**config.mk**
```make
export PLATFORM = sky130hd
export DESIGN_NAME = pdt_paged_access
export DESIGN_NICKNAME = d
export VERILOG_FILES = /design/src/pkg/pdt_pkg.sv /design/src/rtl/pdt_table_steer.sv /design/src/rtl/pdt_paged_access.sv
export SDC_FILE = /design/constraint.sdc
export NUM_CORES = 1
export LEC_CHECK = 0
export BUFFER_PORTS_ARGS = -buffer_cell sky130_fd_sc_hd__buf_2
export CORE_ASPECT_RATIO = 0.8
export CORE_MARGIN = 5
export CORE_UTILIZATION = 40
export CTS_CLUSTER_DIAMETER = 200
export DETAILED_ROUTE_END_ITERATION = 6
export SLEW_MARGIN = 0
export SYNTH_ARGS = -nofsm -noshare
export SYNTH_HDL_FRONTEND = slang
export SYNTH_SLANG_ARGS = --single-unit
export TNS_END_PERCENT = 50
```
**constraint.sdc**
```tcl
create_clock -name i_clock -period 9.5 [get_ports i_clock]
set_clock_uncertainty 0.1 [all_clocks]
set_input_delay 0.95 -clock i_clock [delete_from_list [all_inputs] [get_ports i_clock]]
set_output_delay 0.95 -clock i_clock [all_outputs]
set_load 0.05 [all_outputs]
```
**src/pkg/pdt_pkg.sv**
```systemverilog
package pdt_pkg;

    // ************************************************************
    // register map on the wishbone slave
    // ************************************************************
    localparam logic [7:0]  PDT_OFS_READ_PAGE  = 8'h00;
    localparam logic [7:0]  PDT_OFS_WRITE_PAGE = 8'h04;
    localparam logic [7:0]  PDT_OFS_TABLE_PAGE = 8'h08;
    localparam logic [7:0]  PDT_OFS_LAST_ADDR  = 8'h0C;

    // ************************************************************
    // widths, field positions and reset values
    // ************************************************************
    localparam int          PDT_RPAGE_W        = 10;
    localparam int          PDT_WPAGE_W        = 9;
    localparam int          PDT_TPAGE_W        = 8;
    localparam int          PDT_RPAGE_PSV_BIT  = 9;
    localparam int          PDT_EA_PAGE_BIT    = 15;
    localparam int          PDT_TPAGE_CFG_BIT  = 7;
    localparam int          PDT_LAST_BUSY_BIT  = 31;
    localparam logic [9:0]  PDT_RPAGE_RESET    = 10'h000;
    localparam logic [8:0]  PDT_WPAGE_RESET    = 9'h000;
    localparam logic [7:0]  PDT_TPAGE_RESET    = 8'h00;
    localparam logic [15:0] PDT_WORD_STEP      = 16'h0002;
    localparam logic [15:0] PDT_BYTE_STEP      = 16'h0001;

    // ************************************************************
    // operations from the core
    // ************************************************************
    typedef enum logic [2:0] {
        PDT_OP_DATA_READ        = 3'b000,
        PDT_OP_DATA_WRITE       = 3'b001,
        PDT_OP_TABLE_READ_LOW   = 3'b010,
        PDT_OP_TABLE_READ_HIGH  = 3'b011,
        PDT_OP_TABLE_WRITE_LOW  = 3'b100,
        PDT_OP_TABLE_WRITE_HIGH = 3'b101
    } pdt_op_e;

    typedef enum logic [1:0] {
        PDT_ST_IDLE = 2'b00,
        PDT_ST_DATA = 2'b01,
        PDT_ST_PROG = 2'b10
    } pdt_state_e;

endpackage : pdt_pkg

```
**src/rtl/pdt_table_steer.sv**
```systemverilog
`timescale 1ns/1ps

// ************************************************************
// table read steering: program word to 16-bit data result
// ************************************************************
module pdt_table_steer
    import pdt_pkg::*;
(
    input  wire logic        i_high,     // high part selected
    input  wire logic        i_byte,     // byte mode
    input  wire logic        i_bsel,     // byte select
    input  wire logic [23:0] i_word,     // program word
    output logic      [15:0] o_data      // steered data
);

    wire logic [7:0] lo_byte;
    wire logic [7:0] hi_sel;

    // low word byte pick, upper byte on select one
    assign lo_byte = i_bsel ? i_word[15:8] : i_word[7:0];
    // phantom byte above bit 23 always reads zero
    assign hi_sel  = i_bsel ? 8'h00 : i_word[23:16];

    assign o_data = !i_high ? (i_byte ? {8'h00, lo_byte}
                                      : i_word[15:0])
                            : (i_byte ? {8'h00, hi_sel}
                                      : {8'h00, i_word[23:16]});

endmodule : pdt_table_steer

```
**src/rtl/pdt_paged_access.sv**
```systemverilog
`timescale 1ns/1ps

// Contract
// - hold 10-bit read page and separate 9-bit write page registers
// - read page bit9 clear, ea15 set: read address is page 8..0 over ea
// - ea15 set on write: write address is write page 8..0 over ea
// - both page registers are readable and writable by software
// - program address advances by two per 24-bit program word
// - program memory is low word space beside high byte space
// - word low table read returns program bits 15..0
// - byte low table read: select one takes upper byte, else lower
// - word high table read returns bits 23..16, upper data byte zero
// - byte high table read returns selected byte, phantom byte zero
// - high table operations are the only path to program bits 23..16
// - every table access takes its region from the table page
// - table page bit7 clear selects user space, set configuration
// - low table accesses reach program space directly, no data window
module pdt_paged_access
    import pdt_pkg::*;
(
    input  wire logic        i_clock,        // 125 MHz system clock
    input  wire logic        i_reset,        // async reset, active high
    // wishbone slave
    input  wire logic        i_wb_cyc,       // bus cycle
    input  wire logic        i_wb_stb,       // strobe
    input  wire logic        i_wb_we,        // write enable
    input  wire logic [7:0]  i_wb_adr,       // byte address
    input  wire logic [3:0]  i_wb_sel,       // byte enables
    input  wire logic [31:0] i_wb_dat,       // write data
    output logic      [31:0] o_wb_dat,       // read data
    output logic             o_wb_ack,       // acknowledge
    // core request port
    input  wire logic        i_req_valid,    // request pulse
    input  wire logic [2:0]  i_req_op,       // pdt_op_e code
    input  wire logic        i_req_byte,     // byte mode
    input  wire logic [15:0] i_req_ea,       // effective address
    input  wire logic [15:0] i_req_wdata,    // write data
    output logic             o_req_busy,     // request in flight
    output logic             o_req_done,     // completion pulse
    output logic      [15:0] o_req_rdata,    // read result
    output logic      [15:0] o_req_next_ea,  // post-step address
    // extended data memory
    output logic             o_dm_req,       // access request
    output logic             o_dm_we,        // write
    output logic      [23:0] o_dm_addr,      // 24-bit data address
    output logic      [15:0] o_dm_wdata,     // write data
    output logic      [1:0]  o_dm_be,        // byte enables
    input  wire logic        i_dm_ack,       // access done
    input  wire logic [15:0] i_dm_rdata,     // read data
    // program memory
    output logic             o_pm_req,       // access request
    output logic             o_pm_we,        // write
    output logic      [23:0] o_pm_addr,      // program address
    output logic             o_pm_cfg,       // configuration space
    output logic      [23:0] o_pm_wdata,     // write word
    output logic      [2:0]  o_pm_be,        // byte enables
    input  wire logic        i_pm_ack,       // access done
    input  wire logic [23:0] i_pm_rdata      // read word
);

    // ************************************************************
    // registers
    // ************************************************************
    logic [9:0]   read_page_reg;
    logic [8:0]   write_page_reg;
    logic [7:0]   table_page_reg;
    logic [23:0]  last_addr_reg;
    pdt_state_e   state_reg;
    pdt_op_e      op_reg;
    logic         byte_reg;
    logic         bsel_reg;
    logic         psv_reg;

    // byte enable pair from mode and select
    function automatic logic [1:0] pdt_be2(input logic b, input logic s);
        pdt_be2 = !b ? 2'b11 : (s ? 2'b10 : 2'b01);
    endfunction : pdt_be2

    // ************************************************************
    // wishbone decode
    // ************************************************************
    wire logic        wb_hit;
    wire logic        wb_wr;
    wire logic        sel_rp;
    wire logic        sel_wp;
    wire logic        sel_tp;
    wire logic        sel_la;
    wire logic [31:0] wb_rd;

    assign wb_hit = i_wb_cyc & i_wb_stb & ~o_wb_ack;
    assign wb_wr  = wb_hit & i_wb_we;
    assign sel_rp = (i_wb_adr == PDT_OFS_READ_PAGE);
    assign sel_wp = (i_wb_adr == PDT_OFS_WRITE_PAGE);
    assign sel_tp = (i_wb_adr == PDT_OFS_TABLE_PAGE);
    assign sel_la = (i_wb_adr == PDT_OFS_LAST_ADDR);
    // unmapped addresses are acked and read as zero
    assign wb_rd  = sel_rp ? {22'h0, read_page_reg}
                  : sel_wp ? {23'h0, write_page_reg}
                  : sel_tp ? {24'h0, table_page_reg}
                  : sel_la ? {(state_reg != PDT_ST_IDLE), 7'h00,
                              last_addr_reg}
                  : 32'h0;

    // ************************************************************
    // request decode and address forming
    // ************************************************************
    wire pdt_op_e     req_op;
    wire logic        req_go;
    wire logic        ea_paged;
    wire logic        is_table;
    wire logic        is_high;
    wire logic        is_write;
    wire logic        is_psv;
    wire logic [23:0] rd_addr;
    wire logic [23:0] wr_addr;
    wire logic [23:0] psv_addr;
    wire logic [23:0] tbl_addr;
    wire logic [1:0]  be_pair;
    wire logic [15:0] steered;

    assign req_op   = pdt_op_e'(i_req_op);
    assign req_go   = i_req_valid & (state_reg == PDT_ST_IDLE);
    assign ea_paged = i_req_ea[PDT_EA_PAGE_BIT];
    assign is_table = (req_op != PDT_OP_DATA_READ)
                    & (req_op != PDT_OP_DATA_WRITE);
    assign is_high  = (req_op == PDT_OP_TABLE_READ_HIGH)
                    | (req_op == PDT_OP_TABLE_WRITE_HIGH);
    assign is_write = (req_op == PDT_OP_DATA_WRITE)
                    | (req_op == PDT_OP_TABLE_WRITE_LOW)
                    | (req_op == PDT_OP_TABLE_WRITE_HIGH);
    assign is_psv   = (req_op == PDT_OP_DATA_READ) & ea_paged
                    & read_page_reg[PDT_RPAGE_PSV_BIT];
    // base space below ea15, pages only above it
    assign rd_addr  = ea_paged ? {read_page_reg[8:0], i_req_ea[14:0]}
                               : {8'h00, i_req_ea};
    assign wr_addr  = ea_paged ? {write_page_reg, i_req_ea[14:0]}
                               : {8'h00, i_req_ea};
    // psv window: page bits 7..0 over ea, word aligned program address
    assign psv_addr = {read_page_reg[7:0], i_req_ea[14:0], 1'b0};
    // table address is table page over the even word address,
    // so successive program words sit two apart
    assign tbl_addr = {table_page_reg, i_req_ea[15:1], 1'b0};
    assign be_pair  = pdt_be2(i_req_byte, i_req_ea[0]);

    pdt_table_steer u_steer (
        .i_high (op_reg == PDT_OP_TABLE_READ_HIGH),
        .i_byte (byte_reg),
        .i_bsel (bsel_reg),
        .i_word (i_pm_rdata),
        .o_data (steered)
    );

    // ************************************************************
    // wishbone registers
    // ************************************************************
    always_ff @(posedge i_clock or posedge i_reset) begin
        if (i_reset) begin
            read_page_reg  <= PDT_RPAGE_RESET;
            write_page_reg <= PDT_WPAGE_RESET;
            table_page_reg <= PDT_TPAGE_RESET;
            o_wb_ack       <= 1'b0;
            o_wb_dat       <= 32'h0;
        end else begin
            o_wb_ack <= wb_hit;
            o_wb_dat <= wb_hit ? wb_rd : 32'h0;
            if (wb_wr && sel_rp) begin
                if (i_wb_sel[0]) read_page_reg[7:0] <= i_wb_dat[7:0];
                if (i_wb_sel[1]) read_page_reg[9:8] <= i_wb_dat[9:8];
            end
            if (wb_wr && sel_wp) begin
                if (i_wb_sel[0]) write_page_reg[7:0] <= i_wb_dat[7:0];
                if (i_wb_sel[1]) write_page_reg[8] <= i_wb_dat[8];
            end
            if (wb_wr && sel_tp && i_wb_sel[0]) begin
                table_page_reg <= i_wb_dat[7:0];
            end
        end
    end

    // ************************************************************
    // access sequencer
    // ************************************************************
    always_ff @(posedge i_clock or posedge i_reset) begin
        if (i_reset) begin
            state_reg     <= PDT_ST_IDLE;
            op_reg        <= PDT_OP_DATA_READ;
            byte_reg      <= 1'b0;
            bsel_reg      <= 1'b0;
            psv_reg       <= 1'b0;
            last_addr_reg <= 24'h0;
            o_req_busy    <= 1'b0;
            o_req_done    <= 1'b0;
            o_req_rdata   <= 16'h0;
            o_req_next_ea <= 16'h0;
            o_dm_req      <= 1'b0;
            o_dm_we       <= 1'b0;
            o_dm_addr     <= 24'h0;
            o_dm_wdata    <= 16'h0;
            o_dm_be       <= 2'b00;
            o_pm_req      <= 1'b0;
            o_pm_we       <= 1'b0;
            o_pm_addr     <= 24'h0;
            o_pm_cfg      <= 1'b0;
            o_pm_wdata    <= 24'h0;
            o_pm_be       <= 3'b000;
        end else begin
            o_req_done <= 1'b0;
            case (state_reg)
                PDT_ST_IDLE: begin
                    if (req_go) begin
                        op_reg        <= req_op;
                        byte_reg      <= i_req_byte;
                        bsel_reg      <= i_req_ea[0];
                        psv_reg       <= is_psv;
                        o_req_busy    <= 1'b1;
                        // byte steps by one, words by two
                        o_req_next_ea <= i_req_ea + (i_req_byte ?
                            PDT_BYTE_STEP : PDT_WORD_STEP);
                        if (is_table || is_psv) begin
                            // program path, direct for table ops, through the data window for psv
                            state_reg  <= PDT_ST_PROG;
                            o_pm_req   <= 1'b1;
                            o_pm_we    <= is_write;
                            o_pm_addr  <= is_psv ? psv_addr : tbl_addr;
                            last_addr_reg <= is_psv ? psv_addr
                                                    : tbl_addr;
                            o_pm_cfg   <= !is_psv &&
                                table_page_reg[PDT_TPAGE_CFG_BIT];
                            // high ops alone reach bits 23..16
                            o_pm_wdata <= is_high
                                ? {i_req_wdata[7:0], 16'h0000}
                                : {8'h00, i_req_byte
                                   ? {2{i_req_wdata[7:0]}}
                                   : i_req_wdata};
                            // low word space vs high byte space
                            o_pm_be    <= is_psv ? 3'b011
                                : !is_high ? {1'b0, be_pair}
                                : (i_req_byte && i_req_ea[0])
                                  ? 3'b000 : 3'b100;
                        end else begin
                            state_reg  <= PDT_ST_DATA;
                            o_dm_req   <= 1'b1;
                            o_dm_we    <= is_write;
                            // unpaged when ea15 is clear
                            o_dm_addr  <= is_write ? wr_addr
                                                   : rd_addr;
                            last_addr_reg <= is_write ? wr_addr
                                                      : rd_addr;
                            o_dm_wdata <= i_req_byte
                                ? {2{i_req_wdata[7:0]}} : i_req_wdata;
                            o_dm_be    <= be_pair;
                        end
                    end
                end
                PDT_ST_DATA: begin
                    if (i_dm_ack) begin
                        state_reg   <= PDT_ST_IDLE;
                        o_dm_req    <= 1'b0;
                        o_dm_we     <= 1'b0;
                        o_req_busy  <= 1'b0;
                        o_req_done  <= 1'b1;
                        o_req_rdata <= !byte_reg ? i_dm_rdata
                            : {8'h00, bsel_reg ? i_dm_rdata[15:8]
                                               : i_dm_rdata[7:0]};
                    end
                end
                PDT_ST_PROG: begin
                    if (i_pm_ack) begin
                        state_reg   <= PDT_ST_IDLE;
                        o_pm_req    <= 1'b0;
                        o_pm_we     <= 1'b0;
                        o_req_busy  <= 1'b0;
                        o_req_done  <= 1'b1;
                        o_req_rdata <= psv_reg ? i_pm_rdata[15:0]
                                               : steered;
                    end
                end
                default: begin
                    state_reg <= PDT_ST_IDLE;
                end
            endcase
        end
    end

endmodule : pdt_paged_access

```
# Word-level counts from Yosys, hierarchy flattened
# Index checks and enable logic that the tools add are counted.
# word_totals
memories	0
regBits	224
ram_bits	0
latch_bits	0
rom_bits	0
elab_cells	139
output_inout_bits	165
in_bits	128
# classes
n_reduce_logical	29
div	0
n_bitwise	12
n_lt_le_gt_ge	0
n_shift	0
addsub	1
n_mux	53
eq_ne	16
n_mul	0
# ops
operator	count
two-way mux 32 bit	5
two-way mux 24 bit	6
two-way mux 16 bit	7
two-way mux 8 bit	4
case mux 16 bit (2 select lines)	1
adder 16 x 2 -> 16 bit	1
== test 8 x 4 -> 1 bit (second input constant)	2
two-way mux 2 bit	7
two-way mux 1 bit	13
AND reduction 3 bit	4
AND reduction 4 bit	3
case mux 1 bit (2 select lines)	5
AND reduction 2 bit	5
two-way mux 3 bit	3
== test 8 x 3 -> 1 bit (second input constant)	1
zero test 8 bit	1
inequality test 2 bit (second input constant)	4
nonzero test 2 bit	4
AND 1 bit	7
== test 3 x 2 -> 1 bit (second input constant)	2
== test 3 bit (second input constant)	2
logical AND 1 bit	6
case mux 2 bit (3 select lines)	1
nonzero test 3 bit	2
12 further kinds	15

# Logic depth before layout (Yosys ltp)
# Gate-level depths: netlist of run 1.
# logic_depth
depth_word	7
ltp_mapped	9
ltp_nobuf	6

# Cells and area by module
# Synthesis of run 1 repeated with hierarchy kept, for this count alone.
# unflattened
cells_unflattened	956
hier_area_um2	10194.8
# modules_own_cells
mod	area_each_um2	instances	cells_each	seq_area_each_um2
pdt_paged_access	9858.2	1	917	5405.2
pdt_table_steer	336.6	1	39	0.0

# Worst setup path before layout of run 1
# No wires, ideal clock.
# synth_timing
path_kind	input to register
startpoint	in i_req_byte
endpoint	reg o_req_next_ea[13]
stages	7
path_slack_ns	6.561
path_buffers	1
t_arrival_ns	2.712
setup_time_ns	0.126
required_ns	9.274
path_cell_list	clkbuf_1 > inv_1 > ha_1 > a21oi_1 > nor4b_4 > and3_1 > a221o_1
# synth_between
elab_chain_len	2
# synth_lines
item	line_no	text
start, declared	pdt_paged_access.sv:35	input wire logic i_req_byte,
two-way mux 2 bit	pdt_paged_access.sv:217	o_req_next_ea <= i_req_ea + (i_req_byte ?
adder 16 x 2 -> 16 bit	pdt_paged_access.sv:217	
end signal, assigned	pdt_paged_access.sv:217	
end, declared	pdt_paged_access.sv:41	output logic [15:0] o_req_next_ea,
# No other way between the ends.
# A chain may end at the register's enable or synchronous reset.

# Final worst setup path of run 1
# layout_timing
startpoint	reg state_reg[0]
endpoint	reg o_req_rdata[3]
# layout_between
elab_chain_len	3
# layout_lines
item	line_no	text
start, declared	pdt_paged_access.sv:68	pdt_state_e state_reg;
start signal, assigned	pdt_paged_access.sv:185	state_reg <= PDT_ST_IDLE;
start signal, assigned	pdt_paged_access.sv:221	state_reg <= PDT_ST_PROG;
start signal, assigned	pdt_paged_access.sv:241	state_reg <= PDT_ST_DATA;
== test 2 bit / == test 2 x 1 -> 1 bit (equally long branches)	pdt_paged_access.sv:208	case (state_reg)
inequality test 2 bit (no source line) / nonzero test 2 bit (equally long branches)	-	
AND reduction 3 bit (no source line)	-	
end signal, assigned	pdt_paged_access.sv:262	o_req_rdata <= !byte_reg ? i_dm_rdata
end signal, assigned	pdt_paged_access.sv:274	o_req_rdata <= psv_reg ? i_pm_rdata[15:0]
end, declared	pdt_paged_access.sv:40	output logic [15:0] o_req_rdata,
# Several ways; a longest one is shown, not always the timed one.

==> summary.txt, run 1 <==
Status
  • Status: finished clean

Critical path
  • R2R Setup Slk: 6550 ps
  • Launching point of the worst reg2reg path: state_reg[0]$_DFFE_PP0P_
  • Worst endpoint required time: 9790 ps
  • Buf/Inv on CP: 1
  • R2r endpoint: o_req_rdata[3]$_DFFE_PP0P_
  • CP top delay family: simple AND/OR/NAND/NOR gates
  • Data arrival time of the worst path: 3240 ps
  • Max FO, Critical Path: 33
  • Critical-path top delay cell: or3_1
  • Critical path type: register to register
  • Cell Chain, Critical Path: inv_1, ha_1, nor2b_1, or3_1, nor2_2, a221o_1
  • Crit-path max cell delay: 830 ps
  • Worst setup EP type: register
  • Cells on worst reg2reg path: 6
  • Worst setup SP type: register

Power and ir drop
  • Switch Pwr: 0.001870 W
  • Seq pwr share: 33.5%
  • P per Cell Area: 333.4 nW/um2
  • VDD IR max: 0.1724 mV
  • Internal power: 0.002167 W
  • Comb power frac: 42.9%
  • Power share of the clock group: 23.6%
  • Switch share: 46.31%
  • Lkg Pwr: 6.405 nW

Place
  • I/O Buffers: 260
  • Detailed Place HPWL: 20,450 um
  • GPL Wtd Cong: 0.8296

Drt
  • Via/cell ratio: 5.185
  • DR DRC count: 0
  • DR WL/cell: 19.45 um
  • DRT Pass-1 Iters: 5
  • Drt initial violations: 438
  • Post-DRT Antenna Nets: 0
  • Detailed Route WL: 29,250 um
  • DR vias: 7,798

Finish
  • Number of flip-flops under the largest register name: 25
  • Commonest non-fill, non-tap cell in the layout: buf_2
  • # fillers: 2,295
  • Area Growth Syn to Fin: 22.40%
  • Most frequent cells in the layout: 260 x buf_2, 229 x nand2_1, 216 x dfrtp_1
  • Top reg by flops: o_wb_dat
  • Nets: 1,305
  • Layout cell share with drive strength beyond 1: 31.48%

Timing
  • Final hold vios: 0
  • Final setup vio count: 0
  • Final min period: 2948 ps
  • RSZ-0062 raised after global routing: no
  • F_max: 0.3393 GHz
  • Period utilization: 31.03%
  • WHS: 360.8 ps
  • Slew Viols, Final: 0
  • Worst Max-Slew Pin Slew: 1048 ps
  • Setup TNS: 0 ps
  • Rel. slew slack: 30.14%

Worst hold path
  • Hold Crit Class: register to register
  • Hold endpoint: o_pm_wdata[19]$_DFFE_PP0P_
  • Hold path start: o_pm_wdata[19]$_DFFE_PP0P_
  • Worst Hold Depth: 2

Clock network
  • Max clock buf depth: 3
  • Clock Latency Late Sink: 520 ps
  • TritonCTS clock tree: built
  • CTS Sinks: 216
  • Root Buffer: clkbuf_16
  • H-tree level count: 1
  • Post-CTS Setup Bufs: 0
  • Reg clk slew, reported paths: 60 ps
  • CTS Buf Count: 24
  • Cts hold-fix bufs: 0
  • Gates resized, CTS repair: 0

Synth
  • Syn avg cell area: 10.54 um2
  • Main synth FF type: dfrtp_1
  • Top post-synthesis cells by area: dfrtp_1 55%, nand2_1 8.7%, mux2i_1 4.2%
  • Area fraction of the dominant cell type after synthesis: 54.64%
  • Async SR Flop Fraction: 100.0%
  • Number of enable flip-flop cells after synthesis: 0
  • Synthesized flop and latch total: 216
  • Distinct cell type count after synthesis: 72
  • Mapped cell area: 9893 um2
  • Post-synthesis sequential area ratio: 54.64%
  • Syn. warnings: 0
  • Syn Inst Count: 939
  • Area leader, netlist: dfrtp_1

Job
  • Maxcap violations: 0

Die
  • Die Wd: 185.8 um
  • Initial Util: 40.59%
  • FP Rows: 51
  • Core area: 24,380 um2
  • Die Area: 28,000 um2
  • IO Pins: 293
  • Die height: 150.7 um

Global routing
  • Total grt overflow: 0
  • Vias in the first global route: 7,720
  • Initial antenna violation count: 4
  • Pin count of the biggest net entering global routing: 138
  • First-pass GRT wire length: 44,970 um
  • GRT Util Overall: 20.42%
==> per-layer routing <==
| metal | GRT usage (%) | share of wire (%) |
|---|---|---|
| met2 | 30.54 | 42 |
| met5 | 0 | 0.10 |
| met1 | 30.43 | 47 |
| met4 | 3.824 | 1.9 |
| met3 | 5.072 | 8.7 |
==> power groups by stage <==
| stage | Sequential [W] | Clock, W | Combinational, W |
|---|---|---|---|
| CTS | 0.00135 | 0.000976 | 0.00175 |
| global placement | 0.00136 | 0 | 0.00173 |
| floorplan | 0.00211 | 0 | 0.000570 |
| global route | 0.00139 | 0.00101 | 0.00186 |
| finish | 0.00135 | 0.000952 | 0.00173 |
| detailed placement | 0.00137 | 0 | 0.00175 |
==> worst register-to-register path: cells and delay by family, from the launching register on <==
kind            cells  cell delay, ps
compound gates      1             350
fa+ha+maj           1             530
buf+inv             1             100
flops               1             430
simple gates        3            1330
==> cell usage after synthesis, types with 2 or more instances <==
cell type and number:
o21a_1 2, nor4b_4 2, a21o_1 2, nand3_1 29, mux2_4 9, nor2_1 21, xor2_1 4, and3_2 2
nor2b_1 5, nand4_4 2, nand2_1 230, a22oi_1 15, o21ai_1 3, buf_1 3, o21ai_2 2, xnor2_1 7
o211ai_1 8, dfrtp_1 216, ha_1 7, a21boi_0 10, and2_1 17, and2_2 2, a221o_1 8, a21oi_1 8
nor3_1 10, o21ai_0 74, inv_1 15, nand4_1 7, o31ai_1 12, clkbuf_1 25, a22o_1 10, a31oi_1 4
buf_2 18, buf_4 14, mux2_2 33, mux2i_1 42, buf_6 6, nand3b_1 2, a211o_1 2, and3_1 6
o22a_1 14
==> per-stage QoR <==
stage	util, %	power (W)	instance area (um2)	cells	setup WS [ps]
floorplan	-	0.002679	9920	946	2542
global placement	46.32	0.003091	11290	1461	6311
detailed placement	46.32	0.003116	11290	1461	6288
CTS	49.67	0.004080	12110	1503	6554
global route	49.68	0.004261	12110	1504	6331
finish	49.68	0.004037	12110	1504	6552
==> how the worst max path moves through the flow <==
stage	startpoint	to	slack, ps	depth (start not counted)
6_report	state_reg[0]$_DFFE_PP0P_	o_req_rdata[3]$_DFFE_PP0P_	6550	6
5_1_grt	state_reg[0]$_DFFE_PP0P_	o_req_rdata[1]$_DFFE_PP0P_	6330	6
4_1_cts	state_reg[0]$_DFFE_PP0P_	o_req_rdata[3]$_DFFE_PP0P_	6550	6
3_5_place_dp	i_req_byte	o_req_next_ea[13]$_DFFE_PP0P_	6290	7
3_3_place_gp	i_req_byte	o_req_next_ea[13]$_DFFE_PP0P_	6310	7
2_1_floorplan	i_reset	bsel_reg$_DFFE_PP0P_	2540	1
==> cell families after synthesis <==
group           count (synthesis)  share of synthesized area, %
flops                         216                         54.64
simple gates                  350                         16.61
mux                            85                         9.599
fa+ha+maj                       8                         1.088
compound gates                184                         12.48
xor+xnor                       11                        0.9738
buf+inv                        84                         4.578
other cells                     1                       0.03790
==> cell type report <==
type                            instances  area (um2)  area share (%)
Antenna cell                            1       2.502         0.02067
Timing Repair Buffer                  265        1339           11.06
Tap cell                              318       397.9           3.286
Multi-Input combinational cell        646        4081           33.71
Clock inverter                          8       107.6          0.8886
Clock buffer                           34       708.2           5.848
Sequential cell                       216        5405           44.64
Inverter                               16       67.56          0.5580
(Power assumes the default switching activity.)
==> run 2: changes to the inputs <==
--- a/config.mk
+++ b/config.mk
@@ -11,6 +11,7 @@
 export CORE_UTILIZATION = 40
 export CTS_CLUSTER_DIAMETER = 200
 export DETAILED_ROUTE_END_ITERATION = 6
+export PLACE_DENSITY = 0.67
 export SLEW_MARGIN = 0
 export SYNTH_ARGS = -nofsm -noshare
 export SYNTH_HDL_FRONTEND = slang
==> constraint.sdc (replaced) <==
create_clock -name i_clock -period 2.5 [get_ports i_clock]
set_clock_uncertainty 0.1 [all_clocks]
set_input_delay 0.25 -clock i_clock [delete_from_list [all_inputs] [get_ports i_clock]]
set_output_delay 0.25 -clock i_clock [all_outputs]
set_load 0.05 [all_outputs]
==> summary.txt, run 2 (synthesis gave the netlist of run 1 again) <==
Critical path
  • Worst endpoint required time: 2790 ps (was 9790 ps)
  • Worst setup EP type: register (unchanged)
  • Crit-path max cell delay: 570 ps (was 830 ps)
  • Critical-path top delay cell: dlygate4sd3_1 (was or3_1)
  • Cell Chain, Critical Path: buf_4, ha_2, nor2b_1, or3_1, buf_6, nand2_1, o21ai_1, dlygate4sd3_1 (was inv_1, ha_1, nor2b_1, or3_1, nor2_2, a221o_1)
  • Data arrival time of the worst path: 2680 ps (was 3240 ps)
  • Buf/Inv on CP: 3 (was 1)
  • Max FO, Critical Path: 18 (was 33)
  • CP top delay family: buffers and inverters (was simple AND/OR/NAND/NOR gates)
  • Critical path type: register to register (unchanged)
  • Worst setup SP type: register (unchanged)

Place
  • GPL Wtd Cong: 0.8650 (was 0.8296)
  • Detailed Place HPWL: 21,600 um (was 20,450 um)
  • Worst slack, placed: 289.8 ps (was 6288 ps)
  • Area post-placement: 11,530 um2 (was 11,290 um2)
  • I/O Buffers: 260 (unchanged)

Timing
  • Rel. slew slack: 39.46% (was 30.14%)
  • Period utilization: 95.86% (was 31.03%)
  • RSZ-0062 raised after global routing: no (unchanged)
  • Slew Viols, Final: 0 (unchanged)
  • Final worst-path setup slack: 103.6 ps (was 6552 ps)
  • Final hold vios: 0 (unchanged)
  • Final min period: 2396 ps (was 2948 ps)
  • Worst Max-Slew Pin Slew: 904.6 ps (was 1048 ps)
  • F_max: 0.4173 GHz (was 0.3393 GHz)
  • Final setup vio count: 0 (unchanged)

Finish
  • Commonest non-fill, non-tap cell in the layout: buf_2 (unchanged)
  • Number of flip-flops under the largest register name: 25 (unchanged)
  • Most frequent cells in the layout: 260 x buf_2, 229 x nand2_1, 216 x dfrtp_1 (unchanged)
  • Ant. Diodes: 0 (was 1)
  • Design area: 13,010 um2 (was 12,110 um2)
  • Area Growth Syn to Fin: 31.48% (was 22.40%)
  • Nets: 1,399 (was 1,305)
  • Layout cell share with drive strength beyond 1: 31.59% (was 31.48%)
  • Top reg by flops: o_wb_dat (unchanged)

Clock network
  • Clock Latency Late Sink: 510 ps (was 520 ps)
  • Reg clk slew, reported paths: 60 ps (about the same)
  • TritonCTS clock tree: built (unchanged)
  • H-tree level count: 1 (unchanged)
  • CTS Buf Count: 23 (was 24)
  • Root Buffer: clkbuf_16 (unchanged)
  • CTS Sinks: 216 (unchanged)
  • Max clock buf depth: 3 (unchanged)

Global routing
  • GRT Util Overall: 21.36% (was 20.42%)
  • Pin count of the biggest net entering global routing: 81 (was 138)
  • First-pass GRT wire length: 47,270 um (was 44,970 um)
  • Initial antenna violation count: 0 (was 4)
  • Total grt overflow: 0 (unchanged)
  • Vias in the first global route: 8,250 (was 7,720)

Power and ir drop
  • P per Cell Area: 1203 nW/um2 (was 333.4 nW/um2)
  • Lkg Pwr: 6.824 nW (was 6.405 nW)
  • Switch Pwr: 0.007220 W (was 0.001870 W)
  • Power share of the clock group: 22.6% (was 23.6%)
  • Switch share: 46.13% (was 46.31%)
  • Internal power: 0.008434 W (was 0.002167 W)
  • Seq pwr share: 32.6% (was 33.5%)
  • VDD IR max: 0.7852 mV (was 0.1724 mV)
  • Comb power frac: 44.8% (was 42.9%)

Worst hold path
  • Hold Crit Class: input port to register (was register to register)

Drt
  • Metal-1 WL: 13,950 um (was 13,750 um)
  • Drt initial violations: 506 (was 438)
  • Via/cell ratio: 5.209 (was 5.185)
  • DR DRC count: 0 (unchanged)
  • Detailed Route WL: 30,520 um (was 29,250 um)
  • WL met3: 2441 um (was 2537 um)
  • DRT Pass-1 Iters: 5 (unchanged)
  • Post-DRT Antenna Nets: 0 (unchanged)
  • Top sig layer: met4 (was met5)
  • DR vias: 8,319 (was 7,798)
  • DR WL met2: 13,520 um (was 12,370 um)
  • DR WL/cell: 19.11 um (was 19.45 um)

Job
  • Maxcap violations: 0 (unchanged)

Die
  • Die Wd: 185.8 um (unchanged)
  • Die Area: 28,000 um2 (unchanged)
  • FP Rows: 51 (unchanged)
  • IO Pins: 293 (unchanged)
  • Initial Util: 40.59% (unchanged)
  • Die height: 150.7 um (unchanged)
  • Core area: 24,380 um2 (unchanged)

Status
  • Status: finished clean (unchanged)
[run 2: cell types whose count changed in the layout (fill, tap and decap cells not counted), moves of 2 or more]
cell           previous run  this run
dlygate4sd3_1             0        67
clkbuf_1                  3         1
buf_12                    0         4
buf_6                     0         2
clkinvlp_4                1         4
clkinv_2                  3         7
clkbuf_8                  7         3
buf_4                     5        27
[run 2: power groups by stage]
stage	Sequential, W	Combinational [W]	Clock [W]
after CTS	0.00511	0.00700	0.00362
after global routing	0.00522	0.00752	0.00376
after global placement	0.00513	0.00678	0
after floorplan	0.00801	0.00217	0
after detailed placement	0.00516	0.00687	0
final	0.00510	0.00702	0.00353
[run 2: area by class of cell]
cell class                 count  area (um2)
fill                        2194       11370
sequential                   216        5405
multi-input combinational    646        4086
timing repair buffer         360        2277
clock buffer                  27       620.6
tap                          318       397.9
clock inverter                14       156.4
inverter                      16       63.81
[run 2: stage by stage]
step	power, W	hold slack, ps	util (%)	instances	setup TNS (ps)
3_5_place_dp	0.01203	78.15	47.31	1487	0
4_1_cts	0.01572	1.749	53.25	1595	0
6_report	0.01565	29.27	53.36	1597	0
3_3_place_gp	0.01191	77.45	47.31	1487	0
5_1_grt	0.01650	16.60	53.36	1597	0
2_1_floorplan	0.01018	255.4	-	946	-143020
[run 2: path summary, 6_finish.rpt]
kind	from	to	slack, ps	cells after the start
worst min register to register	o_pm_wdata[20]$_DFFE_PP0P_	o_pm_wdata[20]$_DFFE_PP0P_	360	2
min in group asynchronous	i_reset	o_req_next_ea[1]$_DFFE_PP0P_	100	3
worst max register to register	state_reg[1]$_DFFE_PP0P_	o_req_rdata[15]$_DFFE_PP0P_	100	8
max in group asynchronous	i_reset	o_pm_be[2]$_DFFE_PP0P_	1500	4
worst min-delay path	i_pm_rdata[1]	o_req_rdata[1]$_DFFE_PP0P_	30	3
worst max-delay path	state_reg[1]$_DFFE_PP0P_	o_req_rdata[15]$_DFFE_PP0P_	100	8
[run 2: what timing repair did]
action | 4_1_cts | 5_1_grt
gates resized for setup | 0 | 4
setup buffers | 0 | 2
hold endpoints to repair | 314 | 0
hold buffers | 67 | 0
setup endpoints to repair | 0 | 2
[run 2: per-layer routing]
metal / up-vias / global-route usage [%]
met5: - / 0
met4: 0 / 4.297
met3: 33 / 4.444
met2: 319 / 33.36
met1: 4085 / 31.05
li1: 3882 / -
[run 2: worst min-delay path, delay by kind of cell]
kind / cells / cell delay (ps)
AOI/OAI and AO/OA: 2 / 260
buffers and inverters: 1 / 80
